==> src/logic/nb_misc_regs_defines.vh <==
// Offsets, field positions, masks and reset values of the misc indirect bank
`ifndef NB_MISC_REGS_DEFINES_VH
`define NB_MISC_REGS_DEFINES_VH
// -----------------------------------------------------------------
// Register indexes (byte address is four times the index)
// -----------------------------------------------------------------
`define IX_MAIN 6'h00
`define IX_IODBG 6'h01
`define IX_SPARE1 6'h02
`define IX_STRSEL 6'h03
`define IX_STRVAL 6'h04
`define IX_DFTA 6'h05
`define IX_DFTB 6'h06
`define IX_TXGATE 6'h07
`define IX_LINK 6'h08
`define IX_DMAARB 6'h09
`define IX_CSRLIM 6'h0A
`define IX_ORDER 6'h0B
`define IX_P2P 6'h0C
`define IX_ISOLO 6'h0E
`define IX_ISOHI 6'h0F
`define IX_DFTC 6'h10
`define IX_BUSNUM 6'h11
`define IX_COREARB 6'h12
`define IX_TOM 6'h16
`define IX_MMBASE 6'h17
`define IX_MMLIM 6'h18
`define IX_BIF 6'h1E
`define IX_INTPIN 6'h1F
`define IX_REMAPA 6'h20
`define IX_REMAPB 6'h21
`define IX_LATCTL 6'h30
`define IX_LATVAL 6'h31
`define IX_PHY2 6'h32
`define IX_PHY3 6'h33
`define IX_PHY4 6'h34
`define IX_PHY5 6'h35
`define IX_PHY6 6'h36
`define IX_PHY7 6'h37
`define IX_PHY8 6'h38
// -----------------------------------------------------------------
// Writable bit masks
// -----------------------------------------------------------------
`define WM_ALL 32'hFFFFFFFF
`define WM_MAIN 32'hFFFF04FF
`define WM_LOW16 32'h0000FFFF
`define WM_LOW8 32'h000000FF
`define WM_DFTB 32'h000FFFFF
`define WM_ORDER 32'h1DFF3F9F
`define WM_P2P 32'h000F7FFC
`define WM_ISOLO 32'hFFFFFFC0
`define WM_DFTC 32'hFFFF0000
`define WM_BUSNUM 32'h000001FF
`define WM_TOM 32'hFFFF0001
`define WM_MMIO 32'hFFFFFF00
`define WM_BIF 32'h000003FF
`define WM_REMAPA 32'hFFFFFFF3
`define WM_REMAPB 32'h00000FFF
// -----------------------------------------------------------------
// Reset values
// -----------------------------------------------------------------
`define RV_MAIN 32'h00000402
`define RV_DFTA 32'h32100000
`define RV_LINK 32'h07E00030
`define RV_ORDER 32'h00400100
`define RV_P2P 32'h00001700
`define RV_DFTC 32'h76540000
`define RV_COREARB 32'h55555555
`define RV_ONE 32'h00000001
`define RV_REMAPA 32'h00000002
`define RV_PHY4 32'hCBFA0022
`define RV_PHY5 32'h018CA887
`define RV_PHY6 32'h00000C63
`define RV_PHY7 32'h00200000
`define RV_PHY8 32'h094C3396
// -----------------------------------------------------------------
// Field positions
// -----------------------------------------------------------------
`define B_TESTMODE 13
`define B_SERMODE 14
`define B_GFXV3 4
`define B_GFXV3ENH 5
`define B_MREQERR 16
`define B_MAPERR 17
`define B_COMIN 20
`define B_LATEN 0
`define B_LATFRZ 1
`endif

==> src/logic/northbridge_misc_indirect_regs.v <==
// Misc indirect register bank with a classic Wishbone slave port
//
// Design decision made here: the Wishbone interface to the registers.
`include "nb_misc_regs_defines.vh"
`default_nettype none

module northbridge_misc_indirect_regs (
  // Clock and reset
  input wire clk_i,
  input wire rst_i,
  // Wishbone slave port
  input wire cyc_i,
  input wire stb_i,
  input wire we_i,
  input wire [7:0] adr_i,
  input wire [3:0] sel_i,
  input wire [31:0] dat_i,
  output reg [31:0] dat_o,
  output reg ack_o,
  // Asynchronous status pins, synchronised below
  input wire test_mode_i,
  input wire serial_port_mode_i,
  input wire multi_request_error_i,
  input wire memory_map_config_error_i,
  input wire [13:0] debug_status_i,
  input wire [15:0] spare_status_i,
  input wire com_port_in_i,
  input wire [15:0] debug_readback_i,
  input wire [31:0] strap_data_i,
  input wire latency_event_i,
  // Control outputs, each a stored register bit
  output wire conceal_host_gfxport_capability_o,
  output wire conceal_bridge_gfxport_capability_o,
  output wire conceal_aperture_base_o,
  output wire conceal_cfgspace_base_o,
  output wire gfxport_v3_register_mode_o,
  output wire gfxport_v3_enhanced_mode_o,
  output wire [1:0] graphics_training_hold_o,
  output wire [6:0] general_training_hold_o,
  output wire [3:0] graphics_port_split_o,
  output wire [7:0] strap_select_o,
  output wire [9:0] interface_spare_bits_o
);

  // -----------------------------------------------------------------
  // Register mask and reset tables
  // -----------------------------------------------------------------
  // Word map, index then contents
  //   0x00 main_control: conceal bits 3:0, port modes 5:4, pin flags 14:13 read-only
  //   0x01 io_ctrl_debug: 15:0 stored, error flags 17:16 and status 31:18 read-only
  //   0x02 spare_word_one: 15:0 stored, spare status 31:16 read-only
  //   0x03 strap_readback_select: select 7:0, also driven out to the strap mux
  //   0x04 strap_readback_value: synchronised strap word, read-only
  //   0x05 test_debug_control_a: debug bus selects, all stored
  //   0x06 test_debug_control_b: 19:0 stored, serial input 20 read-only
  //   0x07 link_txclk_gating: transmit clock gating controls, all stored
  //   0x08 link_reset_training_cfg: link resets, training holds, port split
  //   0x09 dma_arbitration: all stored
  //   0x0A csr_delay_limit: all stored
  //   0x0B io_ctrl_ordering: ordering controls, gaps read zero
  //   0x0C peer_to_peer_control: bridge disables and routing controls
  //   0x0E isochronous_map_low: address bits 31:6
  //   0x0F isochronous_map_high: address bits 7:0
  //   0x10 test_debug_control_c: readback 15:0 read-only, selects 31:16
  //   0x11 bus_number_control: bus number and latency mode
  //   0x12 link_core_arbitration: two 16-bit weights
  //   0x16 top_of_memory_for_pci: follow flag 0, boundary 31:16
  //   0x17 mmio_window_base: bits 31:8
  //   0x18 mmio_window_limit: bits 31:8
  //   0x1E bus_interface_spare: spare bits 9:0, also driven out
  //   0x1F interrupt_pin_config: bits 7:0
  //   0x20 device_remap_a: enable, remap disable and port maps
  //   0x21 device_remap_b: three port maps in 11:0
  //   0x30 latency_counter_control: enable 0, freeze 1, selects 7:2 stored only
  //   0x31 latency_counter_value: live count, read-only
  //   0x32 to 0x38 phy_config_word_2 to phy_config_word_8: opaque, all stored
  // Every other index reads zero and drops writes

  // Unmapped indexes get mask zero: they read zero and drop writes
  function [31:0] reg_mask;
    input [5:0] ix;
    begin
      case (ix)
        // Host bridge control, pin status and strap access
        `IX_MAIN: reg_mask = `WM_MAIN;
        `IX_IODBG: reg_mask = `WM_LOW16;
        `IX_SPARE1: reg_mask = `WM_LOW16;
        `IX_STRSEL: reg_mask = `WM_LOW8;
        // Test and debug controls
        `IX_DFTA: reg_mask = `WM_ALL;
        `IX_DFTB: reg_mask = `WM_DFTB;
        // Link, I/O controller and debug words
        `IX_TXGATE: reg_mask = `WM_ALL;
        `IX_LINK: reg_mask = `WM_ALL;
        `IX_DMAARB: reg_mask = `WM_ALL;
        `IX_CSRLIM: reg_mask = `WM_ALL;
        `IX_ORDER: reg_mask = `WM_ORDER;
        `IX_P2P: reg_mask = `WM_P2P;
        `IX_ISOLO: reg_mask = `WM_ISOLO;
        `IX_ISOHI: reg_mask = `WM_LOW8;
        `IX_DFTC: reg_mask = `WM_DFTC;
        `IX_BUSNUM: reg_mask = `WM_BUSNUM;
        `IX_COREARB: reg_mask = `WM_ALL;
        // Memory windows, spares and device remap
        `IX_TOM: reg_mask = `WM_TOM;
        `IX_MMBASE: reg_mask = `WM_MMIO;
        `IX_MMLIM: reg_mask = `WM_MMIO;
        `IX_BIF: reg_mask = `WM_BIF;
        `IX_INTPIN: reg_mask = `WM_LOW8;
        `IX_REMAPA: reg_mask = `WM_REMAPA;
        `IX_REMAPB: reg_mask = `WM_REMAPB;
        // Latency counter control, low byte only
        `IX_LATCTL: reg_mask = `WM_LOW8;
        // Opaque link PHY words, fully writable
        `IX_PHY2: reg_mask = `WM_ALL;
        `IX_PHY3: reg_mask = `WM_ALL;
        `IX_PHY4: reg_mask = `WM_ALL;
        `IX_PHY5: reg_mask = `WM_ALL;
        `IX_PHY6: reg_mask = `WM_ALL;
        `IX_PHY7: reg_mask = `WM_ALL;
        `IX_PHY8: reg_mask = `WM_ALL;
        default: reg_mask = 32'h00000000;
      endcase
    end
  endfunction

  // Reset image of each stored word
  function [31:0] reg_reset;
    input [5:0] ix;
    begin
      case (ix)
        // Control words with non-zero defaults
        `IX_MAIN: reg_reset = `RV_MAIN;
        `IX_DFTA: reg_reset = `RV_DFTA;
        `IX_LINK: reg_reset = `RV_LINK;
        `IX_ORDER: reg_reset = `RV_ORDER;
        `IX_P2P: reg_reset = `RV_P2P;
        `IX_DFTC: reg_reset = `RV_DFTC;
        `IX_COREARB: reg_reset = `RV_COREARB;
        // Memory boundary, pin config and remap defaults
        `IX_TOM: reg_reset = `RV_ONE;
        `IX_INTPIN: reg_reset = `RV_ONE;
        `IX_REMAPA: reg_reset = `RV_REMAPA;
        // Opaque link PHY defaults
        `IX_PHY2: reg_reset = `RV_ONE;
        `IX_PHY4: reg_reset = `RV_PHY4;
        `IX_PHY5: reg_reset = `RV_PHY5;
        `IX_PHY6: reg_reset = `RV_PHY6;
        `IX_PHY7: reg_reset = `RV_PHY7;
        `IX_PHY8: reg_reset = `RV_PHY8;
        // Every other word powers up zero
        default: reg_reset = 32'h00000000;
      endcase
    end
  endfunction

  // -----------------------------------------------------------------
  // Input synchronisers
  // -----------------------------------------------------------------
  localparam HW_W = 84;
  wire [HW_W-1:0] hw_raw;
  reg [HW_W-1:0] sync1_ff;
  reg [HW_W-1:0] sync2_ff;

  assign hw_raw = {
    latency_event_i,
    strap_data_i,
    debug_readback_i,
    com_port_in_i,
    spare_status_i,
    debug_status_i,
    memory_map_config_error_i,
    multi_request_error_i,
    serial_port_mode_i,
    test_mode_i
  };

  // All status pins are asynchronous; first stage feeds only the second
  always @(posedge clk_i) begin
    if (rst_i) begin
      sync1_ff <= {HW_W{1'b0}};
      sync2_ff <= {HW_W{1'b0}};
    end else begin
      sync1_ff <= hw_raw;
      sync2_ff <= sync1_ff;
    end
  end

  // Bit positions of each pin group inside the synchroniser vector
  localparam SY_TEST = 0;
  localparam SY_SER = 1;
  localparam SY_MREQ = 2;
  localparam SY_MAP = 3;
  localparam SY_DBG = 4;
  localparam SY_SPARE = 18;
  localparam SY_COM = 34;
  localparam SY_RB = 35;
  localparam SY_STRAP = 51;
  localparam SY_LAT = 83;

  // Named views of the synchronised status
  wire test_mode_s;
  wire serial_mode_s;
  wire mreq_err_s;
  wire map_err_s;
  wire [13:0] dbg_stat_s;
  wire [15:0] spare_stat_s;
  wire com_in_s;
  wire [15:0] dbg_rb_s;
  wire [31:0] strap_s;
  wire lat_event_s;

  assign test_mode_s = sync2_ff[SY_TEST];
  assign serial_mode_s = sync2_ff[SY_SER];
  assign mreq_err_s = sync2_ff[SY_MREQ];
  assign map_err_s = sync2_ff[SY_MAP];
  assign dbg_stat_s = sync2_ff[SY_DBG +: 14];
  assign spare_stat_s = sync2_ff[SY_SPARE +: 16];
  assign com_in_s = sync2_ff[SY_COM];
  assign dbg_rb_s = sync2_ff[SY_RB +: 16];
  assign strap_s = sync2_ff[SY_STRAP +: 32];
  assign lat_event_s = sync2_ff[SY_LAT];

  // -----------------------------------------------------------------
  // Wishbone request decode
  // -----------------------------------------------------------------
  wire [5:0] idx;
  wire req;
  wire wr_en;
  wire [31:0] be_mask;

  assign idx = adr_i[7:2];
  assign req = cyc_i & stb_i & ~ack_o;
  assign wr_en = req & we_i;
  assign be_mask = {{8{sel_i[3]}}, {8{sel_i[2]}}, {8{sel_i[1]}}, {8{sel_i[0]}}};

  // -----------------------------------------------------------------
  // Stored registers
  // -----------------------------------------------------------------
  reg [31:0] regs_ff [0:63];
  wire [31:0] nxt_regs [0:63];
  integer k;

  // Read-only bits are outside the mask, so software cannot touch them
  genvar g;
  generate
    for (g = 0; g < 64; g = g + 1) begin : slot
      localparam [31:0] GW = g;
      localparam [5:0] GI = GW[5:0];
      wire [31:0] wm;
      assign wm = reg_mask(GI) & be_mask;
      assign nxt_regs[g] = (wr_en && idx == GI) ? ((regs_ff[g] & ~wm) | (dat_i & wm)) : regs_ff[g];
    end
  endgenerate

  // One process owns the whole array, so every word has a single driver
  always @(posedge clk_i) begin
    for (k = 0; k < 64; k = k + 1) begin
      if (rst_i) begin
        regs_ff[k] <= reg_reset(k[5:0]);
      end else begin
        regs_ff[k] <= nxt_regs[k];
      end
    end
  end

  // -----------------------------------------------------------------
  // Latency performance counter
  // -----------------------------------------------------------------
  reg [31:0] lat_cnt_ff;
  wire lat_en;
  wire lat_frz;

  assign lat_en = regs_ff[`IX_LATCTL][`B_LATEN];
  assign lat_frz = regs_ff[`IX_LATCTL][`B_LATFRZ];

  // Freeze holds the count for reading; disabling clears it for a new run
  always @(posedge clk_i) begin
    if (rst_i) begin
      lat_cnt_ff <= 32'h00000000;
    end else if (!lat_en) begin
      lat_cnt_ff <= 32'h00000000;
    end else if (!lat_frz && lat_event_s) begin
      lat_cnt_ff <= lat_cnt_ff + 32'h00000001; // Wraps at full scale
    end
  end

  // -----------------------------------------------------------------
  // Read path with hardware state overlay
  // -----------------------------------------------------------------
  reg [31:0] rd;

  // Stored word with live pin state laid over the read-only fields
  always @* begin
    rd = regs_ff[idx];
    case (idx)
      `IX_MAIN: begin
        rd[`B_TESTMODE] = test_mode_s;
        rd[`B_SERMODE] = serial_mode_s;
      end
      `IX_IODBG: begin
        rd[`B_MREQERR] = mreq_err_s;
        rd[`B_MAPERR] = map_err_s;
        rd[31:18] = dbg_stat_s;
      end
      `IX_SPARE1: begin
        rd[31:16] = spare_stat_s;
      end
      `IX_STRVAL: begin
        rd = strap_s;
      end
      `IX_DFTB: begin
        rd[`B_COMIN] = com_in_s;
      end
      `IX_DFTC: begin
        rd[15:0] = dbg_rb_s;
      end
      `IX_LATVAL: begin
        rd = lat_cnt_ff;
      end
      default: begin
        rd = regs_ff[idx];
      end
    endcase
  end

  // Single wait-free answer; unmapped words ack with zero data
  always @(posedge clk_i) begin
    if (rst_i) begin
      ack_o <= 1'b0;
      dat_o <= 32'h00000000;
    end else begin
      ack_o <= req;
      if (req && !we_i) begin
        dat_o <= rd;
      end
    end
  end

  // -----------------------------------------------------------------
  // Control outputs, each straight from a stored bit
  // -----------------------------------------------------------------
  // Conceal bits: set hides, clear exposes
  assign conceal_host_gfxport_capability_o = regs_ff[`IX_MAIN][0];
  assign conceal_bridge_gfxport_capability_o = regs_ff[`IX_MAIN][1];
  assign conceal_aperture_base_o = regs_ff[`IX_MAIN][2];
  assign conceal_cfgspace_base_o = regs_ff[`IX_MAIN][3];

  // Graphics-port 3.0 modes
  assign gfxport_v3_register_mode_o = regs_ff[`IX_MAIN][`B_GFXV3];
  assign gfxport_v3_enhanced_mode_o = regs_ff[`IX_MAIN][`B_GFXV3ENH];

  // Training holds: high blocks training of that link
  assign graphics_training_hold_o = regs_ff[`IX_LINK][5:4];
  assign general_training_hold_o = regs_ff[`IX_LINK][26:20];

  // Port split: 0 port A only, 1 ports A and B
  assign graphics_port_split_o = regs_ff[`IX_LINK][11:8];

  // Strap readback select drives the external strap mux
  assign strap_select_o = regs_ff[`IX_STRSEL][7:0];

  // Spare bits 9:0; upper bits are not stored and read zero
  assign interface_spare_bits_o = regs_ff[`IX_BIF][9:0];

endmodule

`default_nettype wire

==> config.mk <==
export PLATFORM = sky130hd
export DESIGN_NAME = northbridge_misc_indirect_regs
export DESIGN_NICKNAME = d
export VERILOG_FILES = /design/src/logic/northbridge_misc_indirect_regs.v
export VERILOG_INCLUDE_DIRS = /design/src /design/src/logic
export SDC_FILE = /design/constraint.sdc
export NUM_CORES = 2
export LEC_CHECK = 0
export BUFFER_PORTS_ARGS = -buffer_cell sky130_fd_sc_hd__buf_2
export CORE_UTILIZATION = 45
export CTS_BUF_LIST = sky130_fd_sc_hd__clkbuf_4 sky130_fd_sc_hd__clkbuf_8
export CTS_CLUSTER_DIAMETER = 200
export DETAILED_ROUTE_END_ITERATION = 8
export REMOVE_ABC_BUFFERS = 1
export SLEW_MARGIN = 20
export SYNTH_ARGS = -nofsm -noshare
export SYNTH_HDL_FRONTEND = slang
export SYNTH_SLANG_ARGS = --single-unit
==> constraint.sdc <==
create_clock -name clk_i -period 4.38 [get_ports clk_i]
set_input_delay 0.219 -clock clk_i [delete_from_list [all_inputs] [get_ports clk_i]]
set_output_delay 0.219 -clock clk_i [all_outputs]
set_load 0.01 [all_outputs]
==> impl_metrics.json <==
{
  "outcome": "completed",
  "die_w_um": 304.0,
  "relSlewSlack_pct": 23.27,
  "drv_cap": 0,
  "die_y_um": 304.0,
  "fin_crit_sh_pct": 72.13,
  "leakage_nw": 17.73,
  "place_ws_ns": 1.116,
  "syn_avg_cell_area_sq_um": 8.654,
  "synth_area_sq_um": 41050,
  "mostFrequentLayoutCells": "dfxtp_1, nand2_1, nand3_1, a21oi_1, mux2i_1",
  "setup_tns_ns": 0,
  "worst_pin_slew_ns": 1.151,
  "reg2reg_from": "ack_o",
  "htreeDepth": 4,
  "cts_resized": 0,
  "gp_congestion": 0.9413,
  "clockBufferDepth": 3,
  "drv_slew": 0,
  "crit_path_top_delay_cell": "and4b_1",
  "crit_start": "ack_o",
  "antenna_found_initial": 7,
  "synth_top_flop_cell": "dfxtp_1",
  "cp_data_arrival_time_ns": 3.94,
  "cts_buffers": 164,
  "ys_seq_area_share_pct": 47.16,
  "synthCells": 4743,
  "cp-end-kind": "register",
  "first_global_vias": 35215,
  "met2_usage_pct": 47.78,
  "route.detailed.drc": 0,
  "drive_gt1_share_pct": 14.96,
  "ios": 203,
  "ant_nets": 0,
  "mostFrequentLayoutCell": "dfxtp_1",
  "skew_ns": 0.03781,
  "grt_max_degree": 217,
  "yosysUniqueCellTypes": 88,
  "synth-edff-count": 0,
  "ys_warn_count": 0,
  "busiest_layer": "met2",
  "cp_cell_sequence": "and4b_1 > buf_4 > and2_1 > and3_1 > buf_12 > nand3_1 > dlygate4sd3_1 > a21oi_1",
  "worstSetupPathType": "reg2reg",
  "routed_wl_um": 149200,
  "min_path_type": "in2reg",
  "layout.nets": 5044,
  "cts_tree": "yes",
  "rows": 110,
  "min_from": "strap_data_i[30]",
  "firstDrtPassIters": 6,
  "dieArea_sq_um": 92430,
  "slowest_delay_ns": 0.66,
  "fmax_ghz": 0.3165,
  "cp_num_buf_inv": 3,
  "cp_top_family": "simple AND/OR/NAND/NOR gates",
  "cp_data_required_time_ns": 5.16,
  "port_buffers": 200,
  "grt-ovfl-total": 0,
  "num_vias": 37111,
  "synth_seq_cells": 967,
  "fill_cells": 8461,
  "dp_hpwl_um": 93980,
  "p_per_area_nw_per_um2": 394.8,
  "vias_per_cell": 5.974,
  "worstPathMaxFanout": 26,
  "ir_worst_vdd_mv": 0.3239,
  "coreArea_sq_um": 90150,
  "clock_latency_ns": 0.86,
  "clock-sinks": 967,
  "clkTransAtPathRegs_ns": 0.06,
  "setup_ws_ns": 1.221,
  "grt_setup_unrepaired": "false",
  "root_buffer": "clkbuf_8",
  "wire_per_inst_um": 24.02,
  "period_minus_slack_ns": 3.159,
  "grt_first_pass_wirelength_um": 223000,
  "met3_usage_pct": 7.570,
  "startpoint_type": "register",
  "areaGrowthSynthToFinish_pct": 15.71,
  "finalSetupViolCount": 0,
  "hold_viol_final": 0,
  "post-cts-setup-buffers": 0,
  "ys_async_sr_fraction_pct": 0,
  "drtIter0Drc": 4743,
  "grt_usage_pct": 31.48,
  "initial_core_util_pct": 45.53,
  "met1_usage_pct": 42.42
}
[cell type report]
class                      instances  area [sq um]  share of cell area (%)
tap                             1176          1471                   3.098
antenna                            4         10.01                 0.02107
inverter                          11         41.29                 0.08693
clock buffer                     258          3188                   6.712
clock inverter                    30         302.8                  0.6375
timing repair buffer             464          3493                   7.355
sequential                       967         19360                   40.76
multi-input combinational       3302         19630                   41.33
[timing repair]
| action | CTS | global route |
|---|---|---|
| endpoints found under the setup margin | 0 | 0 |
| hold endpoints to repair | 767 | 0 |
| hold buffers | 134 | 0 |
[routing by layer]
metal	share of wire, %	vias up
li1	-	17079
met3	9.9	348
met5	0.0074	-
met1	42	17857
met2	44	1825
met4	4.1	2
[synth_stat cells, drive strengths merged, types with 12 or more instances]
cell | count | share of area [%]
a31oi | 24 | 0.37
nand3 | 647 | 8.0
dfxtp | 967 | 47
o211ai | 12 | 0.22
a211o | 35 | 0.75
a22oi | 115 | 2.1
xor2 | 17 | 0.36
o21ai | 56 | 0.68
a21oi | 581 | 7.1
nand2 | 712 | 6.5
mux2i | 239 | 5.8
a221oi | 22 | 0.47
nand3b | 22 | 0.43
nor2 | 246 | 2.3
and3 | 46 | 0.70
o22ai | 26 | 0.40
buf | 187 | 2.6
nor3 | 37 | 0.63
a222oi | 20 | 0.49
clkbuf | 276 | 2.5
a32oi | 17 | 0.36
a22o | 13 | 0.28
mux4 | 49 | 2.7
mux2 | 18 | 0.50
nor2b | 181 | 2.8
[cell families after synthesis]
logic type               Yosys count  share of synthesized area [%]
AND/OR/NAND/NOR                 1961                          22.88
adder cells (fa/ha/maj)            1                        0.03048
multiplexers                     306                          9.020
AO/OA/AOI/OAI                   1007                          15.09
buffers and inverters            474                          5.240
XOR/XNOR                          27                         0.5761
flip-flops                       967                          47.16
[worst reg2reg max path: cells and delay by family, from the launching register on]
family          cells  cell delay, ns
simple gates        4            1.43
buf+inv             3            1.22
flops               1            0.31
compound gates      1            0.12
[metrics by stage]
| stage | cells | cell area [sq um] | power (mW) | hold slack (ns) | util, % |
|---|---|---|---|---|---|
| after global routing | 6211 | 47490 | 19.31 | 0.07917 | 52.68 |
| after floorplan | 4280 | 38940 | 9.399 | 0.2881 | - |
| after detailed placement | 5786 | 42650 | 10.19 | 0.4212 | 47.32 |
| after CTS | 6208 | 47490 | 18.83 | 0.03377 | 52.68 |
| final | 6212 | 47500 | 18.75 | 0.09366 | 52.69 |
| after global placement | 5786 | 42650 | 10.19 | 0.4181 | 47.32 |
[worst paths after layout]
check | endpoint | slack (ns) | cells past startpoint
min | sync1_ff[81] | 0.09 | 3
max reg2reg | register | 1.22 | 8
min reg2reg | sync2_ff[61] | 0.43 | 1
max | register | 1.22 | 8
[power breakdown]
part / internal, mW / total (mW) / switching (mW) / leakage [nW]
logic: 0.351 / 1.22 / 0.865 / 8.03
registers: 8.88 / 8.91 / 0.0316 / 7.83
clock network: 4.78 / 8.62 / 3.85 / 1.87
(Power assumes the default switching activity.)
